File: src/dcf_pkg.sv
// Constants shared by the first control function register bank and its testbench.
// Assumes one clock, the sync clock, drives every block that imports it.
package dcf_pkg;

  // Programming space: serial register indices and parallel byte addresses
  localparam logic [4:0] DCF_SERIAL_LAST = 5'h1B;
  localparam logic [6:0] DCF_PAR_LAST = 7'h6F;
  localparam logic [4:0] DCF_CTRL1_INDEX = 5'h00;
  localparam int unsigned DCF_ADDR_W = 7;
  localparam int unsigned DCF_PROFILE_W = 3;
  localparam int unsigned DCF_FUNC_W = 4;
  localparam int unsigned DCF_WORD_W = 32;

  // Byte lanes of the control register in the parallel space
  localparam logic [1:0] DCF_LANE_0 = 2'h0;
  localparam logic [1:0] DCF_LANE_1 = 2'h1;
  localparam logic [1:0] DCF_LANE_2 = 2'h2;
  localparam logic [1:0] DCF_LANE_3 = 2'h3;

  // Field positions of the control register
  localparam int unsigned DCF_BIT_CAL = 24;
  localparam int unsigned DCF_BIT_STREAM = 17;
  localparam int unsigned DCF_BIT_SINE = 16;
  localparam int unsigned DCF_BIT_LOAD_RATE = 15;
  localparam int unsigned DCF_BIT_AUTO_RAMP = 14;
  localparam int unsigned DCF_BIT_AUTO_PHASE = 13;
  localparam int unsigned DCF_BIT_CLR_RAMP = 12;
  localparam int unsigned DCF_BIT_CLR_PHASE = 11;

  // Reset value and the mask of bits that hold storage
  localparam logic [31:0] DCF_CTRL1_RESET = 32'h0001_0000;
  localparam logic [31:0] DCF_CTRL1_MASK = 32'h0103_FBFF;

endpackage

File: src/dcf_ctrl1.sv
// First control function register with update transfer and parallel word path.
// Assumes pins arrive asynchronously; clk_in is the sync clock.
//
// What this block does
// - Decode 28 serial, 112 parallel byte addresses
// - Writes buffered until update or profile change
// - Bit 24 rising starts PLL calibration
// - Stream off: parallel word taken on update
// - Stream on: parallel word taken every edge the buffer has room
// - Bit 16 picks sine or cosine, resets 1
// - Bit 15 reloads ramp rate on update while ramp_enable_in is high
// - Bit 14 pulses ramp accumulator reset once
// - Bit 13 clears phase accumulator on update
// - Bit 12 holds ramp accumulator in reset
// - Bit 11 holds phase accumulator cleared
// - Bits 15 to 11 reset to zero
`timescale 1ns/1ns
`default_nettype none
module dcf_ctrl1 (
  input wire logic clk_in,
  input wire logic rst_in,
  input wire logic [dcf_pkg::DCF_ADDR_W-1:0] prog_addr_in,
  input wire logic [7:0] prog_wdata_in,
  input wire logic prog_wr_in,
  input wire logic prog_rd_in,
  output logic [7:0] prog_rdata_out,
  output logic prog_rvalid_out,
  input wire logic io_update_in,
  input wire logic [dcf_pkg::DCF_PROFILE_W-1:0] profile_select_pins_in,
  input wire logic [dcf_pkg::DCF_WORD_W-1:0] par_data_in,
  input wire logic [dcf_pkg::DCF_FUNC_W-1:0] function_select_pins_in,
  input wire logic ramp_enable_in,
  output logic word_valid_out,
  input wire logic word_ready_in,
  output logic [dcf_pkg::DCF_WORD_W-1:0] word_data_out,
  output logic [dcf_pkg::DCF_FUNC_W-1:0] word_func_out,
  output logic par_ready_out,
  output logic sine_sel_out,
  output logic cal_start_out,
  output logic ramp_rate_load_out,
  output logic ramp_acc_reset_out,
  output logic phase_acc_reset_out
);
  import dcf_pkg::*;

  localparam int unsigned PIN_W = DCF_ADDR_W + 8 + 3 + DCF_PROFILE_W + DCF_WORD_W + DCF_FUNC_W;
  localparam int unsigned BUF_W = DCF_FUNC_W + DCF_WORD_W;

  // Two-stage synchroniser for every pin except ramp_enable_in and word_ready_in; only stage two is read by logic
  logic [PIN_W-1:0] pin_s1_ff;
  logic [PIN_W-1:0] pin_s2_ff;

  always_ff @(posedge clk_in or posedge rst_in) begin
    if (rst_in) begin
      pin_s1_ff <= '0;
      pin_s2_ff <= '0;
    end else begin
      pin_s1_ff <= {prog_addr_in, prog_wdata_in, prog_wr_in, prog_rd_in, io_update_in,
                    profile_select_pins_in, par_data_in, function_select_pins_in};
      pin_s2_ff <= pin_s1_ff;
    end
  end

  logic [DCF_ADDR_W-1:0] addr_s;
  logic [7:0] wdata_s;
  logic wr_s;
  logic rd_s;
  logic upd_s;
  logic [DCF_PROFILE_W-1:0] prof_s;
  logic [DCF_WORD_W-1:0] data_s;
  logic [DCF_FUNC_W-1:0] func_s;

  assign {addr_s, wdata_s, wr_s, rd_s, upd_s, prof_s, data_s, func_s} = pin_s2_ff;

  // Previous levels for edge detection
  logic wr_prev_ff;
  logic rd_prev_ff;
  logic upd_prev_ff;
  logic [DCF_PROFILE_W-1:0] prof_prev_ff;

  always_ff @(posedge clk_in or posedge rst_in) begin
    if (rst_in) begin
      wr_prev_ff <= 1'b0;
      rd_prev_ff <= 1'b0;
      upd_prev_ff <= 1'b0;
      prof_prev_ff <= '0;
    end else begin
      wr_prev_ff <= wr_s;
      rd_prev_ff <= rd_s;
      upd_prev_ff <= upd_s;
      prof_prev_ff <= prof_s;
    end
  end

  logic wr_rise;
  logic rd_rise;
  logic upd_rise;
  logic upd_event;
  logic addr_ok;
  logic ctrl1_hit;

  assign wr_rise = wr_s && !wr_prev_ff;
  assign rd_rise = rd_s && !rd_prev_ff;
  assign upd_rise = upd_s && !upd_prev_ff;
  // A profile pin change transfers the register like an update strobe, but takes no parallel word
  assign upd_event = upd_rise || (prof_s != prof_prev_ff);
  // Parallel byte address carries the serial index in its upper bits
  assign addr_ok = (addr_s <= DCF_PAR_LAST) && (addr_s[6:2] <= DCF_SERIAL_LAST);
  assign ctrl1_hit = addr_ok && (addr_s[6:2] == DCF_CTRL1_INDEX);

  // Buffered (written) and active copies of the control register
  logic [31:0] shadow_ff;
  logic [31:0] active_ff;
  logic [31:0] nxt_shadow;
  logic [31:0] nxt_active;

  always_comb begin
    nxt_shadow = shadow_ff;
    if (wr_rise && ctrl1_hit) begin
      unique case (addr_s[1:0])
        DCF_LANE_0: nxt_shadow[7:0] = wdata_s;
        DCF_LANE_1: nxt_shadow[15:8] = wdata_s;
        DCF_LANE_2: nxt_shadow[23:16] = wdata_s;
        DCF_LANE_3: nxt_shadow[31:24] = wdata_s;
      endcase
    end
    nxt_shadow = nxt_shadow & DCF_CTRL1_MASK;
  end

  // A write in the transfer cycle lands in the buffer; the old value goes active
  assign nxt_active = upd_event ? shadow_ff : active_ff;

  always_ff @(posedge clk_in or posedge rst_in) begin
    if (rst_in) begin
      shadow_ff <= DCF_CTRL1_RESET;
    end else begin
      shadow_ff <= nxt_shadow;
    end
  end

  always_ff @(posedge clk_in or posedge rst_in) begin
    if (rst_in) begin
      active_ff <= DCF_CTRL1_RESET;
    end else begin
      active_ff <= nxt_active;
    end
  end

  // Reads return the buffered value; other mapped bytes belong to other banks
  always_ff @(posedge clk_in or posedge rst_in) begin
    if (rst_in) begin
      prog_rdata_out <= 8'h00;
      prog_rvalid_out <= 1'b0;
    end else begin
      prog_rvalid_out <= rd_rise && addr_ok;
      if (rd_rise && ctrl1_hit) begin
        prog_rdata_out <= shadow_ff[{addr_s[1:0], 3'h0} +: 8];
      end else begin
        prog_rdata_out <= 8'h00;
      end
    end
  end

  // Waveform select and accumulator controls, aligned to the sync edge
  always_ff @(posedge clk_in or posedge rst_in) begin
    if (rst_in) begin
      sine_sel_out <= DCF_CTRL1_RESET[DCF_BIT_SINE];
      ramp_acc_reset_out <= 1'b0;
      phase_acc_reset_out <= 1'b0;
    end else begin
      sine_sel_out <= nxt_active[DCF_BIT_SINE];
      ramp_acc_reset_out <= nxt_active[DCF_BIT_CLR_RAMP]
        || (upd_event && shadow_ff[DCF_BIT_AUTO_RAMP]);
      phase_acc_reset_out <= nxt_active[DCF_BIT_CLR_PHASE]
        || (upd_event && shadow_ff[DCF_BIT_AUTO_PHASE]);
    end
  end

  // Ramp rate reload only matters while the ramp generator runs
  always_ff @(posedge clk_in or posedge rst_in) begin
    if (rst_in) begin
      ramp_rate_load_out <= 1'b0;
    end else begin
      ramp_rate_load_out <= upd_event && ramp_enable_in && shadow_ff[DCF_BIT_LOAD_RATE];
    end
  end

  // Calibration fires on a 0 to 1 change only, so software must clear it first
  always_ff @(posedge clk_in or posedge rst_in) begin
    if (rst_in) begin
      cal_start_out <= 1'b0;
    end else begin
      cal_start_out <= nxt_active[DCF_BIT_CAL] && !active_ff[DCF_BIT_CAL];
    end
  end

  // Parallel word path; pins cannot be stalled, so a full buffer drops the
  // sample and par_ready_out warns the source one cycle later
  logic buf_in_valid;
  logic buf_in_ready;
  logic [BUF_W-1:0] buf_out_data;

  assign buf_in_valid = active_ff[DCF_BIT_STREAM] ? 1'b1
    : upd_rise;

  dcf_skid_buf #(
    .WIDTH(BUF_W)
  ) u_word_buf (
    .clk_in(clk_in),
    .rst_in(rst_in),
    .in_valid_in(buf_in_valid),
    .in_ready_out(buf_in_ready),
    .in_data_in({func_s, data_s}),
    .out_valid_out(word_valid_out),
    .out_ready_in(word_ready_in),
    .out_data_out(buf_out_data)
  );

  assign {word_func_out, word_data_out} = buf_out_data;

  always_ff @(posedge clk_in or posedge rst_in) begin
    if (rst_in) begin
      par_ready_out <= 1'b0;
    end else begin
      par_ready_out <= buf_in_ready;
    end
  end
endmodule // dcf_ctrl1
`default_nettype wire

File: src/dcf_skid_buf.sv
// Two-entry buffer with valid and ready on both sides; outputs come from flops.
// Assumes a single clock and an asynchronous active-high reset.
`timescale 1ns/1ns
`default_nettype none
module dcf_skid_buf #(
  parameter int unsigned WIDTH = 36
) (
  input wire logic clk_in,
  input wire logic rst_in,
  input wire logic in_valid_in,
  output logic in_ready_out,
  input wire logic [WIDTH-1:0] in_data_in,
  output logic out_valid_out,
  input wire logic out_ready_in,
  output logic [WIDTH-1:0] out_data_out
);

  logic skid_valid_ff;
  logic [WIDTH-1:0] skid_data_ff;
  logic push;
  logic pop;

  // Ready is only dropped while the spare entry is occupied
  assign in_ready_out = !skid_valid_ff;
  assign push = in_valid_in && in_ready_out;
  assign pop = out_valid_out && out_ready_in;

  always_ff @(posedge clk_in or posedge rst_in) begin
    if (rst_in) begin
      out_valid_out <= 1'b0;
      out_data_out <= '0;
      skid_valid_ff <= 1'b0;
      skid_data_ff <= '0;
    end else if (pop) begin
      if (skid_valid_ff) begin
        out_data_out <= skid_data_ff;
        skid_valid_ff <= 1'b0;
      end else if (push) begin
        out_data_out <= in_data_in;
      end else begin
        out_valid_out <= 1'b0;
      end
    end else if (push) begin
      if (!out_valid_out) begin
        out_data_out <= in_data_in;
        out_valid_out <= 1'b1;
      end else begin
        skid_data_ff <= in_data_in;
        skid_valid_ff <= 1'b1;
      end
    end
  end

endmodule // dcf_skid_buf
`default_nettype wire

File: config.mk
export PLATFORM = sky130hd
export DESIGN_NAME = dcf_ctrl1
export DESIGN_NICKNAME = d
export VERILOG_FILES = /design/src/dcf_pkg.sv /design/src/dcf_ctrl1.sv /design/src/dcf_skid_buf.sv
export SDC_FILE = /design/constraint.sdc
export NUM_CORES = 1
export LEC_CHECK = 0
export BUFFER_PORTS_ARGS = -buffer_cell sky130_fd_sc_hd__buf_2
export CAP_MARGIN = 25
export CORE_MARGIN = 10
export CORE_UTILIZATION = 25
export DETAILED_ROUTE_END_ITERATION = 10
export GPL_TIMING_DRIVEN = 0
export PLACE_DENSITY_LB_ADDON = 0.08
export SLEW_MARGIN = 40
export SYNTH_ARGS = -nofsm -noshare
export SYNTH_HDL_FRONTEND = slang
export SYNTH_SLANG_ARGS = --single-unit
File: constraint.sdc
create_clock -name clk_in -period 9.9 [get_ports clk_in]
set_input_delay 0.495 -clock clk_in [delete_from_list [all_inputs] [get_ports clk_in]]
set_output_delay 0.495 -clock clk_in [all_outputs]
set_load 0.01 [all_outputs]
Word-level counts from Yosys, hierarchy flattened --
Cells that the tools add are included. Widths: inputs -> output; s select.
Storage, ports and cells: logic and storage cells 86, output and inout port bits 52, input port bits 61, bits in registers 245
Operators by class: bitwise logic cells 1, reduce and logical (&&, ||, !) cells 36, $lt $le $gt $ge 2, eq/ne operators 7, mux-type cells 15, shifts and indexed selects 1
Operators with widths (count):
- $mux 36 | 5
- $shiftx 32x6->8 | 1
- $mux 25 | 1
- $logic_and 1x1->1 | 15
- $reduce_and 2->1 | 5
- $reduce_and 3->1 | 3
- $mux 1 | 8
- $mux 8 | 1
- $le 7x7->1 const B | 1
- $ne 2x2->1 const B | 3
- $reduce_bool 2->1 | 3
- $le 5x5->1 const B | 1
- $logic_not 1->1 | 5
- $logic_not 5->1 | 1
- $eq 2x2->1 const B | 2
- $logic_or 1x1->1 | 3
- $ne 3x3->1 | 1
- $eq 2x1->1 const B | 1
- $logic_not 2->1 | 1
- $not 1->1 | 1

Depth between registers and ports, before layout --
depth in word-level cells 7, gate-level depth with buffers 5, gate-level depth less buffers 3

Hierarchy --
Synthesis repeated with hierarchy kept, for this count alone.
Second synthesis, totals: cell total of the unflattened synthesis 434, area total of the unflattened synthesis 7883.8 um2
By module, submodules not included:
- dcf_ctrl1 | cells an instance 228, instances 1, area each 4523.1 um2
- dcf_skid_buf | cells an instance 206, instances 1, area each 3360.7 um2

Worst setup path after synthesis --
No wires, ideal clock.
kind register to register, start register upd_prev_ff, end register u_word_buf.skid_data_ff[11], setup time 125 ps, stages on the path, launching flop included 6, arrival time 1433 ps, slack 8342 ps, path through dfrtp_1 -> nor2b_2 -> o2111a_1 -> buf_2 -> buf_4 -> mux2_2
Between the ends: longest elaborated chain between the ends 5
Ends and longest elaborated chain:
- start: declaration | RTL line dcf_ctrl1.sv:78 | logic upd_prev_ff;
- start signal: assignment | RTL line dcf_ctrl1.sv:90 | upd_prev_ff <= upd_s;
- $logic_not 1->1 | RTL line dcf_ctrl1.sv:104 | assign upd_rise = upd_s && !upd_prev_ff;
- $logic_and 1x1->1 | RTL line dcf_ctrl1.sv:104
- $mux 1 | RTL line dcf_ctrl1.sv:203 | assign buf_in_valid = active_ff[DCF_BIT_STREAM] ? 1'b1
- $logic_and 1x1->1 | RTL line dcf_skid_buf.sv:25 | assign push = in_valid_in && in_ready_out;
- $reduce_and 3->1 (no source line)
- end signal: assignment | RTL line dcf_skid_buf.sv:48 | skid_data_ff <= in_data_in;
- end: declaration | RTL line dcf_skid_buf.sv:19 | logic [WIDTH-1:0] skid_data_ff;
Every way passes these cells. A chain may end at the register's enable or synchronous reset.

Worst setup path in the final report --
start register pin_s2_ff[39], end register u_word_buf.skid_data_ff[4]
Between the ends: longest elaborated chain between the ends 4
Ends and longest elaborated chain:
- start: declaration | RTL line dcf_ctrl1.sv:51 | logic [PIN_W-1:0] pin_s2_ff;
- start signal: assignment | RTL line dcf_ctrl1.sv:60 | pin_s2_ff <= pin_s1_ff;
- $logic_and 1x1->1 | RTL line dcf_ctrl1.sv:104
- $mux 1 | RTL line dcf_ctrl1.sv:203
- $logic_and 1x1->1 | RTL line dcf_skid_buf.sv:25
- $reduce_and 3->1 (no source line)
Every way passes these cells.

==> flow_metrics.env <==
export IMPL_fin_crit_sh_pct=19.46
export IMPL_antenna_found_initial=1
export IMPL_dp_hpwl_um=10740
export IMPL_p_seq_share_pct=45.5
export IMPL_netlist_instances=431
export IMPL_cts_buffer_depth=3
export IMPL_gp_congestion=0.6781
export IMPL_drc_errors=0
export IMPL_num_rows=64
export IMPL_clk_latency_ns=0.53
export IMPL_ant_nets=0
export IMPL_start_util_pct=25.58
export IMPL_ctsResizeCount=0
export IMPL_cp_required_ns=10.31
export IMPL_finalMaxSlewViolations=0
export IMPL_tns_ns=0
export IMPL_drtPass1Iterations=3
export IMPL_drt_iter0_markers=113
export IMPL_overflow=0
export IMPL_yosysMostFrequentCell="dfrtp_1"
export IMPL_die_w_um=197.6
export IMPL_vias=3904
export IMPL_diodes=0
export IMPL_syn_num_nets=492
export IMPL_grt_pass1_wl_um=25650
export IMPL_cts_tree="done"
export IMPL_grt_pass1_vias=4512
export IMPL_ys_seq_elements=231
export IMPL_drt_wl_total_um=16260
export IMPL_cts_made_buffers=27
export IMPL_ir_worst_vdd_v=0.0001303
export IMPL_post_route_min_period_ns=1.926
export IMPL_switching_share_pct=25.72
export IMPL_syn_area_mm2=0.007885
export IMPL_core_mm2=0.03083
export IMPL_synth_top_area_share_pct=72.68
export IMPL_wl_per_cell_um=16.44
export IMPL_synth_distinct_cells=36
export IMPL_ys_async_sr_fraction_pct=100.0
export IMPL_worst_pin_slew_ns=0.6630
export IMPL_viasPerCell=3.947
export IMPL_die_h_um=197.6
export IMPL_final_core_util_pct=32.09
export IMPL_comb_power_share_pct=19.2
export IMPL_cp_start_kind="register"
export IMPL_synth_edf_count=0
export IMPL_finalSetupViolations=0
export IMPL_cts_htree_levels=1
export IMPL_synth_top_flop_cell="dfrtp_1"
export IMPL_cts_root_buf="clkbuf_16"
export IMPL_internal_power_uw=2002
export IMPL_leakage_uw=0.004567
export IMPL_grt_max_degree=77
export IMPL_die_area_mm2=0.03904
export IMPL_power_density_mw_per_mm2=272.4
export IMPL_critPathArrivalTime_ns=2.34
export IMPL_status="finished clean"
export IMPL_cts_sinks=231
export IMPL_worst_path_max_fanout=10
export IMPL_endpoint_kind="register"
export IMPL_cap_violations=0
export IMPL_post_cts_buffers=0
export IMPL_ys_top_cells_by_area="dfrtp_1, mux2_2, mux2_4"
export IMPL_crit_type="register to register"
export IMPL_skew_ns=0.01433
export IMPL_rsz0062_at_grt="no"
export IMPL_drive_above_1_share_pct=51.94
export IMPL_hp_class="input port to register"
export IMPL_port_buffer_count=112
export IMPL_ios=113
export IMPL_hold_violations=0
export IMPL_synth_largest_area_cell="dfrtp_1"
export IMPL_avgSynthCellArea_um2=18.29
export IMPL_ys_seq_area_share_pct=73.34
export IMPL_relSlewSlack_pct=55.63
export IMPL_n_fill_cell=2990
export IMPL_fmax_ghz=0.5191
export IMPL_synthTopCellsByCount="dfrtp_1, mux2_2, mux2_4"
export IMPL_clkPwrFrac_pct=35.3
export IMPL_multi_input_area_mm2=0.001968
export IMPL_yosysWarnings=0
export IMPL_seqCellArea_mm2=0.005783
export IMPL_path_clk_slew_ns=0.06
export IMPL_grt_use_total_pct=8.327
export IMPL_syn2layout_area_growth_pct=25.48
export IMPL_p_sw_uw=693.4
export IMPL_layout_nets=638
==> cells by family after synthesis <==
kind of cell	count (synthesis)	synth area share, %
flops	231	73.34
mux	135	20.80
simple gates	32	2.666
buf+inv	18	1.698
compound gates	12	1.158
xor+xnor	3	0.3333
==> worst max-delay path: stages, from the launching register on <==
cell and delay [ns]:
dfrtp_1 0.34, nor2b_2 0.31, o2111a_1 0.21, buf_2 0.28, buf_4 0.30, mux2_2 0.36
==> layout by cell type (no fill, tap or decap), types with 3 or more instances in the layout <==
cell type,count
clkinvlp_4,3
clkbuf_1,7
dfrtp_1,229
mux2i_1,3
buf_16,3
xor2_1,3
clkbuf_8,6
a22oi_1,5
mux2_4,30
mux2_2,99
clkinv_2,3
buf_4,4
nand3_2,3
clkbuf_16,27
nand2_1,6
buf_2,114
nor2_1,10
inv_1,5
buf_6,3
==> final timing paths <==
kind,from,to,slack (ns),cells after the start
worst max register to register,pin_s2_ff[39],u_word_buf.skid_data_ff[4],7.97,5
worst min-delay path,function_select_pins_in[3],pin_s1_ff[3],0.07,1
min in group asynchronous,rst_in,u_word_buf.out_data_out[0],0.46,3
max in group asynchronous,rst_in,u_word_buf.skid_valid_ff,8.47,5
worst max-delay path,pin_s2_ff[39],u_word_buf.skid_data_ff[4],7.97,5
worst min register to register,pin_s1_ff[56],pin_s2_ff[56],0.34,0
==> layout make-up <==
class                           count  area share, %
Buffer                             12          1.125
Clock inverter                      9          1.075
Sequential cell                   231          58.45
Tap cell                          396          5.008
Multi-Input combinational cell    182          19.89
Inverter                            6         0.3035
Clock buffer                       36          7.473
Timing Repair Buffer              117          6.677
==> flip-flops by register name, summed over array words and instances (netlist names) <==
signal,count
prog_rdata_out,8
u_word_buf.out_valid_out,1
pin_s2_ff,57
upd_prev_ff,1
shadow_ff,18
ramp_rate_load_out,1
ramp_acc_reset_out,1
pin_s1_ff,57
u_word_buf.skid_data_ff,36
u_word_buf.out_data_out,36
phase_acc_reset_out,1
active_ff,5
wr_prev_ff,1
u_word_buf.skid_valid_ff,1
prog_rvalid_out,1
par_ready_out,1
rd_prev_ff,1
cal_start_out,1
prof_prev_ff,3
==> layer usage <==
layer	part of all wire [%]	track usage, %
met1	44	10.22
met2	47	13.48
met3	5.7	2.641
met4	3.2	3.047
met5	0.043	0
==> per-stage QoR <==
stage / power [uW] / setup WS (ns) / hold WS, ns / area [um^2] / cells
6_report: 2696 / 7.974 / 0.06990 / 9894 / 989
5_1_grt: 2847 / 7.866 / 0.03933 / 9894 / 989
4_1_cts: 2761 / 7.890 / 0.03504 / 9894 / 989
3_5_place_dp: 1780 / 7.914 / 0.3347 / 9039 / 943
3_3_place_gp: 1761 / 0.3838 / 0.3344 / 8941 / 939
2_1_floorplan: 1580 / 3.075 / 0.3312 / 7885 / 431
==> power groups by stage <==
stage / logic, uW / clock network (uW) / registers (uW)
CTS: 537 / 993 / 1230
global placement: 523 / 0 / 1240
detailed placement: 534 / 0 / 1250
global route: 567 / 1030 / 1250
finish: 517 / 953 / 1230
floorplan: 320 / 0 / 1260
==> timing repair <==
item                                   in CTS  in global routing
endpoints found under the hold margin      26                  0
setup endpoints to repair                   0                  0
hold buffers                                1                  0
No activity file was read; power rests on OpenSTA's default activity.
